$ cat src/design/mta_pkg.sv
// package of constants and types for the multi-tile alignment block
// ****************************************
// Overview of operation
// ****************************************
package mta_pkg;
    localparam int DATA_W = 16;
    localparam int CNT_W = 8;
    localparam int MAX_CH = 16;
    localparam int FIFO_DEPTH = 16;
    // one word carries one sample, so one step is one sample period
    localparam int SAMPLE_PERIOD_PS = 5000;
    localparam int CLK_PERIOD_PS = 5000;
    localparam int STEP_WORDS = SAMPLE_PERIOD_PS / CLK_PERIOD_PS;
    localparam int MEAS_TIMEOUT_CYC = 4096;
    localparam logic [CNT_W-1:0] CNT_RST = 8'h00;
    localparam logic [DATA_W-1:0] UPD_RST = 16'h0000;

    typedef struct packed {
        logic marker;
        logic [DATA_W-1:0] data;
    } mta_word_t;

    typedef enum logic [2:0] {
        ST_IDLE,
        ST_BLK,
        ST_MEAS,
        ST_ADJ,
        ST_HOLD
    } mta_state_t;
endpackage

$ cat src/design/mta_fifo.sv
// gearbox fifo with registered read data and honest full and empty
`timescale 1ns/1ps
module mta_fifo #(
    parameter int WIDTH = 17,
    parameter int DEPTH = 16
) (
    input wire logic core_clk,
    input wire logic sys_rst,
    input wire logic in_valid,
    output logic in_ready,
    input wire logic [WIDTH-1:0] in_data,
    output logic out_valid,
    input wire logic out_ready,
    output logic [WIDTH-1:0] out_data
);
    localparam int AW = $clog2(DEPTH);
    logic [WIDTH-1:0] mem [DEPTH];
    logic [AW-1:0] wp_r, wp_nxt, rp_r, rp_nxt;
    logic [AW:0] cnt_r, cnt_nxt;
    logic ov_r, ov_nxt;
    logic [WIDTH-1:0] od_r, od_nxt;
    logic push, pop;

    assign in_ready = cnt_r < (AW+1)'(DEPTH);
    assign out_valid = ov_r;
    assign out_data = od_r;

    always_comb begin
        push = in_valid && in_ready;
        pop = (cnt_r != '0) && (!ov_r || out_ready);
        wp_nxt = push ? wp_r + 1'b1 : wp_r;
        rp_nxt = pop ? rp_r + 1'b1 : rp_r;
        cnt_nxt = cnt_r + (AW+1)'(push) - (AW+1)'(pop);
        ov_nxt = pop ? 1'b1 : (out_ready ? 1'b0 : ov_r);
        od_nxt = pop ? mem[rp_r] : od_r;
    end

    always_ff @(posedge core_clk) begin
        if (push) begin
            mem[wp_r] <= in_data;
        end
        if (sys_rst) begin
            wp_r <= '0;
            rp_r <= '0;
            cnt_r <= '0;
            ov_r <= 1'b0;
            od_r <= '0;
        end else begin
            wp_r <= wp_nxt;
            rp_r <= rp_nxt;
            cnt_r <= cnt_nxt;
            ov_r <= ov_nxt;
            od_r <= od_nxt;
        end
    end
endmodule // mta_fifo

$ cat src/design/mta_align.sv
// multi-tile fifo latency measurement and alignment
`timescale 1ns/1ps
module mta_align #(
    parameter int NCH = 4,
    parameter int MEAS_TIMEOUT = mta_pkg::MEAS_TIMEOUT_CYC
) (
    input wire logic core_clk,
    input wire logic sys_rst,
    input wire logic start,
    input wire logic [NCH-1:0] chan_sel,
    input wire logic [mta_pkg::CNT_W-1:0] target_lat,
    input wire logic conv_ref,
    input wire logic fabric_timing_ref,
    input wire logic [NCH-1:0] src_valid,
    output logic [NCH-1:0] src_ready,
    input wire logic [NCH*mta_pkg::DATA_W-1:0] src_data,
    output logic [NCH-1:0] snk_valid,
    input wire logic [NCH-1:0] snk_ready,
    output logic [NCH*mta_pkg::DATA_W-1:0] snk_data,
    output logic busy,
    output logic done,
    output logic timeout,
    output logic block_align,
    output logic [NCH*mta_pkg::CNT_W-1:0] meas_counts,
    input wire logic upd_arm,
    input wire logic [mta_pkg::DATA_W-1:0] upd_word,
    output logic [mta_pkg::DATA_W-1:0] upd_active
);
    localparam int CW = mta_pkg::CNT_W;
    localparam int DW = mta_pkg::DATA_W;
    localparam int TW = $clog2(MEAS_TIMEOUT + 1);
    localparam int WW = $bits(mta_pkg::mta_word_t);

    // ****************************************
    // reference synchronisers and edge detect
    // ****************************************
    logic [2:0] cref_r, cref_nxt, fref_r, fref_nxt;
    logic crise, frise;

    always_comb begin
        cref_nxt = {cref_r[1:0], conv_ref};
        fref_nxt = {fref_r[1:0], fabric_timing_ref};
        crise = cref_r[1] && !cref_r[2];
        frise = fref_r[1] && !fref_r[2];
    end

    always_ff @(posedge core_clk) begin
        if (sys_rst) begin
            cref_r <= 3'h0;
            fref_r <= 3'h0;
        end else begin
            cref_r <= cref_nxt;
            fref_r <= fref_nxt;
        end
    end

    // ****************************************
    // per channel fifos
    // ****************************************
    // each channel has its own fifo; a dac path simply swaps who feeds src
    mta_pkg::mta_word_t fin [NCH];
    mta_pkg::mta_word_t fout [NCH];
    logic [NCH-1:0] fout_valid, fout_ready, mark_pend_r, mark_pend_nxt;
    logic [CW-1:0] hold_r [NCH];
    logic [CW-1:0] hold_nxt [NCH];

    // one process for all lanes, so no vector has several drivers
    always_comb begin
        for (int i = 0; i < NCH; i++) begin
            fin[i].marker = mark_pend_r[i];
            fin[i].data = src_data[i*DW +: DW];
            // pointer adjustment: reads held back while hold count is nonzero
            snk_valid[i] = fout_valid[i] && (hold_r[i] == '0);
            fout_ready[i] = snk_ready[i] && (hold_r[i] == '0);
            snk_data[i*DW +: DW] = fout[i].data;
        end
    end

    for (genvar g = 0; g < NCH; g++) begin : g_ch
        mta_fifo #(
            .WIDTH(WW),
            .DEPTH(mta_pkg::FIFO_DEPTH)
        ) u_fifo (
            .core_clk(core_clk),
            .sys_rst(sys_rst),
            .in_valid(src_valid[g]),
            .in_ready(src_ready[g]),
            .in_data(fin[g]),
            .out_valid(fout_valid[g]),
            .out_ready(fout_ready[g]),
            .out_data(fout[g])
        );
    end

    // ****************************************
    // measurement counters
    // ****************************************
    logic [CW-1:0] cnt_r [NCH];
    logic [CW-1:0] cnt_nxt [NCH];
    logic [NCH-1:0] stop_r, stop_nxt;
    logic [NCH-1:0] mark_arm_r, mark_arm_nxt;
    mta_pkg::mta_state_t st_r, st_nxt;

    function automatic logic [CW-1:0] max_cnt(
        input logic [CW-1:0] c [NCH],
        input logic [NCH-1:0] sel
    );
        logic [CW-1:0] m;
        m = '0;
        for (int i = 0; i < NCH; i++) begin
            if (sel[i] && c[i] > m) begin
                m = c[i];
            end
        end
        return m;
    endfunction

    always_comb begin
        for (int i = 0; i < NCH; i++) begin
            cnt_nxt[i] = cnt_r[i];
            stop_nxt[i] = stop_r[i];
            mark_arm_nxt[i] = mark_arm_r[i];
            mark_pend_nxt[i] = mark_pend_r[i];
            if (st_r == mta_pkg::ST_MEAS && chan_sel[i]) begin
                // converter edge tags the next written word as the marker
                if (crise && !mark_arm_r[i]) begin
                    mark_arm_nxt[i] = 1'b1;
                    mark_pend_nxt[i] = 1'b1;
                end
                if (mark_pend_r[i] && src_valid[i] && src_ready[i]) begin
                    mark_pend_nxt[i] = 1'b0;
                end
                if (!stop_r[i]) begin
                    if (frise) begin
                        cnt_nxt[i] = mta_pkg::CNT_RST;
                    end else if (fout_valid[i] && fout_ready[i]) begin
                        cnt_nxt[i] = cnt_r[i] + 1'b1;
                    end
                    if (fout_valid[i] && fout_ready[i] && fout[i].marker) begin
                        stop_nxt[i] = 1'b1;
                    end
                end
            end else if (st_r == mta_pkg::ST_BLK) begin
                cnt_nxt[i] = mta_pkg::CNT_RST;
                stop_nxt[i] = 1'b0;
                mark_arm_nxt[i] = 1'b0;
                mark_pend_nxt[i] = 1'b0;
            end
        end
    end

    always_ff @(posedge core_clk) begin
        if (sys_rst) begin
            for (int i = 0; i < NCH; i++) begin
                cnt_r[i] <= mta_pkg::CNT_RST;
            end
            stop_r <= '0;
            mark_arm_r <= '0;
            mark_pend_r <= '0;
        end else begin
            cnt_r <= cnt_nxt;
            stop_r <= stop_nxt;
            mark_arm_r <= mark_arm_nxt;
            mark_pend_r <= mark_pend_nxt;
        end
    end

    // ****************************************
    // alignment sequencer
    // ****************************************
    logic [TW-1:0] tmo_r, tmo_nxt;
    logic done_r, done_nxt, tmo_flag_r, tmo_flag_nxt, blk_r, blk_nxt;
    logic [CW-1:0] tgt;
    logic [CW-1:0] meas_r [NCH];
    logic [CW-1:0] meas_nxt [NCH];

    always_comb begin
        st_nxt = st_r;
        tmo_nxt = tmo_r;
        done_nxt = 1'b0;
        tmo_flag_nxt = tmo_flag_r;
        blk_nxt = 1'b0;
        meas_nxt = meas_r;
        tgt = max_cnt(cnt_r, chan_sel);
        if (target_lat > tgt) begin
            tgt = target_lat;
        end
        for (int i = 0; i < NCH; i++) begin
            hold_nxt[i] = hold_r[i];
            if (hold_r[i] != '0 && fout_valid[i]) begin
                hold_nxt[i] = hold_r[i] - CW'(mta_pkg::STEP_WORDS);
            end
        end
        case (st_r)
            mta_pkg::ST_IDLE: begin
                if (start) begin
                    tmo_flag_nxt = 1'b0;
                    st_nxt = mta_pkg::ST_BLK;
                end
            end
            mta_pkg::ST_BLK: begin
                // synchronous blocks restart on the converter edge first
                if (crise) begin
                    blk_nxt = 1'b1;
                    tmo_nxt = '0;
                    st_nxt = mta_pkg::ST_MEAS;
                end
            end
            mta_pkg::ST_MEAS: begin
                tmo_nxt = tmo_r + 1'b1;
                if ((stop_r & chan_sel) == chan_sel) begin
                    st_nxt = mta_pkg::ST_ADJ;
                end else if (tmo_r == TW'(MEAS_TIMEOUT)) begin
                    tmo_flag_nxt = 1'b1;
                    done_nxt = 1'b1;
                    st_nxt = mta_pkg::ST_IDLE;
                end
            end
            mta_pkg::ST_ADJ: begin
                for (int i = 0; i < NCH; i++) begin
                    meas_nxt[i] = cnt_r[i];
                    if (chan_sel[i]) begin
                        hold_nxt[i] = tgt - cnt_r[i];
                    end
                end
                st_nxt = mta_pkg::ST_HOLD;
            end
            mta_pkg::ST_HOLD: begin
                st_nxt = mta_pkg::ST_IDLE;
                done_nxt = 1'b1;
                for (int i = 0; i < NCH; i++) begin
                    if (hold_r[i] != '0) begin
                        st_nxt = mta_pkg::ST_HOLD;
                        done_nxt = 1'b0;
                    end
                end
            end
            default: begin
                st_nxt = mta_pkg::ST_IDLE;
            end
        endcase
    end

    always_ff @(posedge core_clk) begin
        if (sys_rst) begin
            st_r <= mta_pkg::ST_IDLE;
            tmo_r <= '0;
            done_r <= 1'b0;
            tmo_flag_r <= 1'b0;
            blk_r <= 1'b0;
            for (int i = 0; i < NCH; i++) begin
                hold_r[i] <= mta_pkg::CNT_RST;
                meas_r[i] <= mta_pkg::CNT_RST;
            end
        end else begin
            st_r <= st_nxt;
            tmo_r <= tmo_nxt;
            done_r <= done_nxt;
            tmo_flag_r <= tmo_flag_nxt;
            blk_r <= blk_nxt;
            hold_r <= hold_nxt;
            meas_r <= meas_nxt;
        end
    end

    // ****************************************
    // on the fly update and status
    // ****************************************
    logic [DW-1:0] upd_r, upd_nxt;

    always_comb begin
        upd_nxt = upd_r;
        // same edge in every tile, so the new word lands everywhere at once
        if (upd_arm && crise) begin
            upd_nxt = upd_word;
        end
        for (int i = 0; i < NCH; i++) begin
            meas_counts[i*CW +: CW] = meas_r[i];
        end
    end

    always_ff @(posedge core_clk) begin
        if (sys_rst) begin
            upd_r <= mta_pkg::UPD_RST;
        end else begin
            upd_r <= upd_nxt;
        end
    end

    assign upd_active = upd_r;
    assign busy = (st_r != mta_pkg::ST_IDLE);
    assign done = done_r;
    assign timeout = tmo_flag_r;
    assign block_align = blk_r;
endmodule // mta_align

$ cat config.mk
export PLATFORM = sky130hd
export DESIGN_NAME = mta_align
export DESIGN_NICKNAME = d
export VERILOG_FILES = /design/src/design/mta_pkg.sv /design/src/design/mta_fifo.sv /design/src/design/mta_align.sv
export SDC_FILE = /design/constraint.sdc
export NUM_CORES = 2
export LEC_CHECK = 0
export BUFFER_PORTS_ARGS = -buffer_cell sky130_fd_sc_hd__buf_2
export CORE_ASPECT_RATIO = 1.1
export CORE_MARGIN = 10
export CORE_UTILIZATION = 60
export DETAILED_ROUTE_END_ITERATION = 12
export PLACE_DENSITY = 0.78
export SLEW_MARGIN = 5
export SYNTH_ARGS = -nofsm -noshare
export SYNTH_HDL_FRONTEND = slang
export SYNTH_SLANG_ARGS = --single-unit
$ cat constraint.sdc
create_clock -name core_clk -period 20.4 [get_ports core_clk]
set_input_delay 2.04 -clock core_clk [delete_from_list [all_inputs] [get_ports core_clk]]
set_output_delay 2.04 -clock core_clk [all_outputs]
set_load 0.005 [all_outputs]
==> flow_metrics.py <==
metrics = {
    "run_status": {
        "outcome": "finished, final reports clean",
    },
    "sta": {
        "maxSlewViolCount": 0,
        "fmax_ghz": 0.08141,
        "final.setup.tns_ns": 0,
        "worstMarginPinSlew_ns": 1.302,
        "whs_ns": 0.4507,
        "hold_viol": 0,
        "period_needed_ns": 12.28,
        "fin_worst_skew_ns": 0.03209,
        "rsz0062_at_grt": "no",
        "slew_headroom_pct": 13.10,
        "timing.final.crit_share_pct": 60.22,
        "finalSetupViolCount": 0,
    },
    "global_routing": {
        "grt_pass1_wl_mm": 198.4,
        "grt_pass1_vias": 32027,
        "overflow": 0,
        "grt_antenna_before_repair": 11,
        "grt_max_degree": 82,
        "track_usage_pct": 24.55,
    },
    "setup_path": {
        "critPathRequiredTime_ns": 21.01,
        "max_stage_delay_ns": 0.73,
        "critical_path_peak_fanout": 21,
        "slowest_stage": "mux2i_1",
        "worstSetupPathType": "in2reg",
        "cp_common_cell": "ha_1",
        "crit_path_end_kind": "flop",
        "crit_arrival_ns": 12.89,
        "cp-start-kind": "input port",
    },
    "clock_tree": {
        "path_clk_slew_ns": 0.06,
        "cts_resized": 0,
        "cts_sinks": 1361,
        "clkLatencyLatePin_ns": 0.75,
        "cts_buffer_depth": 3,
        "post_cts_buffers": 0,
        "cts_root_buffer": "clkbuf_16",
        "htree_levels": 4,
        "cts_buffers": 133,
        "cts_tree": "done",
        "cts_hold_buf": 0,
    },
    "power": {
        "total_power_mw": 7.485,
        "p_sw_mw": 2.102,
        "p_leak_nw": 21.29,
        "swShare_pct": 28.09,
        "irDropWorstVdd_mv": 0.09252,
        "power_frac_clock_pct": 33.5,
        "p_comb_share_pct": 22.2,
        "power_frac_seq_pct": 44.4,
        "intPower_mw": 5.383,
        "power.density_mw_per_mm2": 119.0,
    },
    "route": {
        "drtIter0Drc": 3589,
        "dr.pass1.iters": 5,
        "finalWirelength_mm": 131.1,
        "ant_nets": 0,
        "viasPerCell": 6.146,
        "remaining_drc_errors": 0,
        "vias": 31868,
        "wl_per_cell_um": 25.28,
    },
    "finish": {
        "drive_gt1_share_pct": 22.82,
        "layout_commonest_cell": "edfxtp_1",
        "final_util_pct": 68.00,
        "nFillCells": 6094,
        "nets": 4047,
        "syn_to_final_growth_pct": 12.44,
        "most-common-layout-cells": "1,088 x edfxtp_1, 307 x nand2_1, 265 x dfxtp_1",
    },
    "synthesis": {
        "synth.distinct_cells": 69,
        "yosys.area.top_type": "edfxtp_1",
        "ys.flop_type": "edfxtp_1",
        "syn_avg_cell_area_um2": 15.48,
        "synth_edf_count": 1088,
        "synth_top_area_share_pct": 58.39,
        "synth_seq_cells": 1361,
        "synth.area.top_cells": "edfxtp_1 58%, mux4_2 9.9%, dfxtp_1 9.8%",
        "syn-num-nets": 3841,
        "synthesis.area_mm2": 0.05596,
        "ys_warn_count": 0,
        "synth.yosys.seq_area_share_pct": 68.15,
        "synthArstFlopShare_pct": 0,
        "synthCells": 3614,
    },
    "run": {
        "cap_violations": 0,
    },
    "die": {
        "core_mm2": 0.09252,
        "io_pins": 230,
        "chipWidth_um": 311.2,
        "dieArea_mm2": 0.1059,
        "start_util_pct": 60.48,
        "num_rows": 117,
        "die_h_um": 340.3,
    },
    "place": {
        "numPortBuffers": 229,
        "gp_congestion": 0.8878,
        "hpwlAfterDp_mm": 77.61,
    },
    "min_path": {
        "hold_class": "reg2reg",
    },
}
-- synthesized netlist by cell type, types with 24 or more instances --
library cell and instances:
a211oi_1 27, a21oi_1 197, a221oi_1 34, a22oi_1 33, a31oi_1 26, buf_1 35
buf_4 68, clkbuf_1 143, dfxtp_1 273, edfxtp_1 1088, ha_1 113, inv_1 107
mux2_2 35, mux2i_1 117, mux4_2 247, nand2_1 307, nand2b_1 24, nand3_1 38
nor2_1 221, nor2b_1 35, nor3_1 37, o21ai_0 98, xnor2_1 63, xor2_1 40
-- power by group through the flow --
stage	Sequential, mW	Clock (mW)	Combinational, mW
after floorplan	3.29	0	1.31
after global placement	3.37	0	1.61
after detailed placement	3.38	0	1.65
after CTS	3.32	2.54	1.67
after global routing	3.34	2.65	1.82
final	3.32	2.51	1.66
-- critical path: cells and delay by family --
kind	cells	cell delay [ns]
buffers and inverters	2	0.35
multiplexers	3	1.57
AO/OA/AOI/OAI	22	4.75
AND/OR/NAND/NOR	11	2.65
adder cells (fa/ha/maj)	5	1.50
-- per-stage QoR --
step	std cells	setup WS (ns)	cell area (um^2)
final	5185	8.116	62920
after global placement	4934	7.828	58410
after floorplan	3614	9.093	55960
after CTS	5180	8.366	62900
after global routing	5184	7.502	62910
after detailed placement	4934	7.583	58410
-- registers in the layout, summed over array words and instances, names as in the netlist --
| name | flops |
|---|---|
| fref_r | 3 |
| stop_r | 4 |
| g_ch.u_fifo.wp_r | 16 |
| block_align | 1 |
| g_ch.u_fifo.out_data | 68 |
| g_ch.u_fifo.mem | 1088 |
| cnt_r | 32 |
| g_ch.u_fifo.cnt_r | 20 |
| st_r | 3 |
| done | 1 |
| hold_r | 32 |
| mark_pend_r | 4 |
| meas_counts | 32 |
| g_ch.u_fifo.out_valid | 4 |
| g_ch.u_fifo.rp_r | 16 |
| cref_r | 3 |
| upd_active | 16 |
| tmo_r | 13 |
| mark_arm_r | 4 |
| timeout | 1 |
-- final timing paths --
kind / slack, ns / endpoint / start / depth (start not counted)
max: 8.12 / hold_r[7] / chan_sel[0] / 43
min: 0.45 / meas_counts[13] / meas_counts[13] / 2
max reg2reg: 8.54 / hold_r[7] / cnt_r[25] / 45
min reg2reg: 0.45 / meas_counts[13] / meas_counts[13] / 2
-- cell type report --
type	count	area, um^2	area share, %
diodes	5	12.51	0.01989
flip-flops and latches	1361	38160	60.65
inverters	109	409.1	0.6503
well taps	1249	1563	2.484
clock buffers	177	3627	5.765
multi-input cells	1892	16420	26.10
repair buffers	323	1861	2.957
clock inverters	69	869.6	1.382
-- layer usage --
| metal | part of all wire, % | vias to the layer above | global-route usage, % | routed length, um |
|---|---|---|---|---|
| met4 | 2.8 | 10 | 9.081 | 3607 |
| met1 | 39 | 16000 | 32.40 | 51370 |
| met2 | 49 | 1451 | 40.24 | 64870 |
| met3 | 8.5 | 257 | 5.104 | 11170 |
| li1 | - | 14150 | - | - |
| met5 | 0.043 | - | 0 | 56 |
-- cells by family (layout without fill, tap and decap cells) --
family	after synthesis	count (layout)	share of synthesized area (%)
and+or+nand+nor	766	766	6.154
other	0	5	0
adders and majority gates	121	121	2.813
muxes	399	399	12.74
DFF	1361	1361	68.15
xor gates and xnor gates	103	103	1.612
buffers and inverters	361	678	2.891
AOI/OAI and AO/OA	503	503	5.637
No activity file was read; power rests on OpenSTA's default activity.
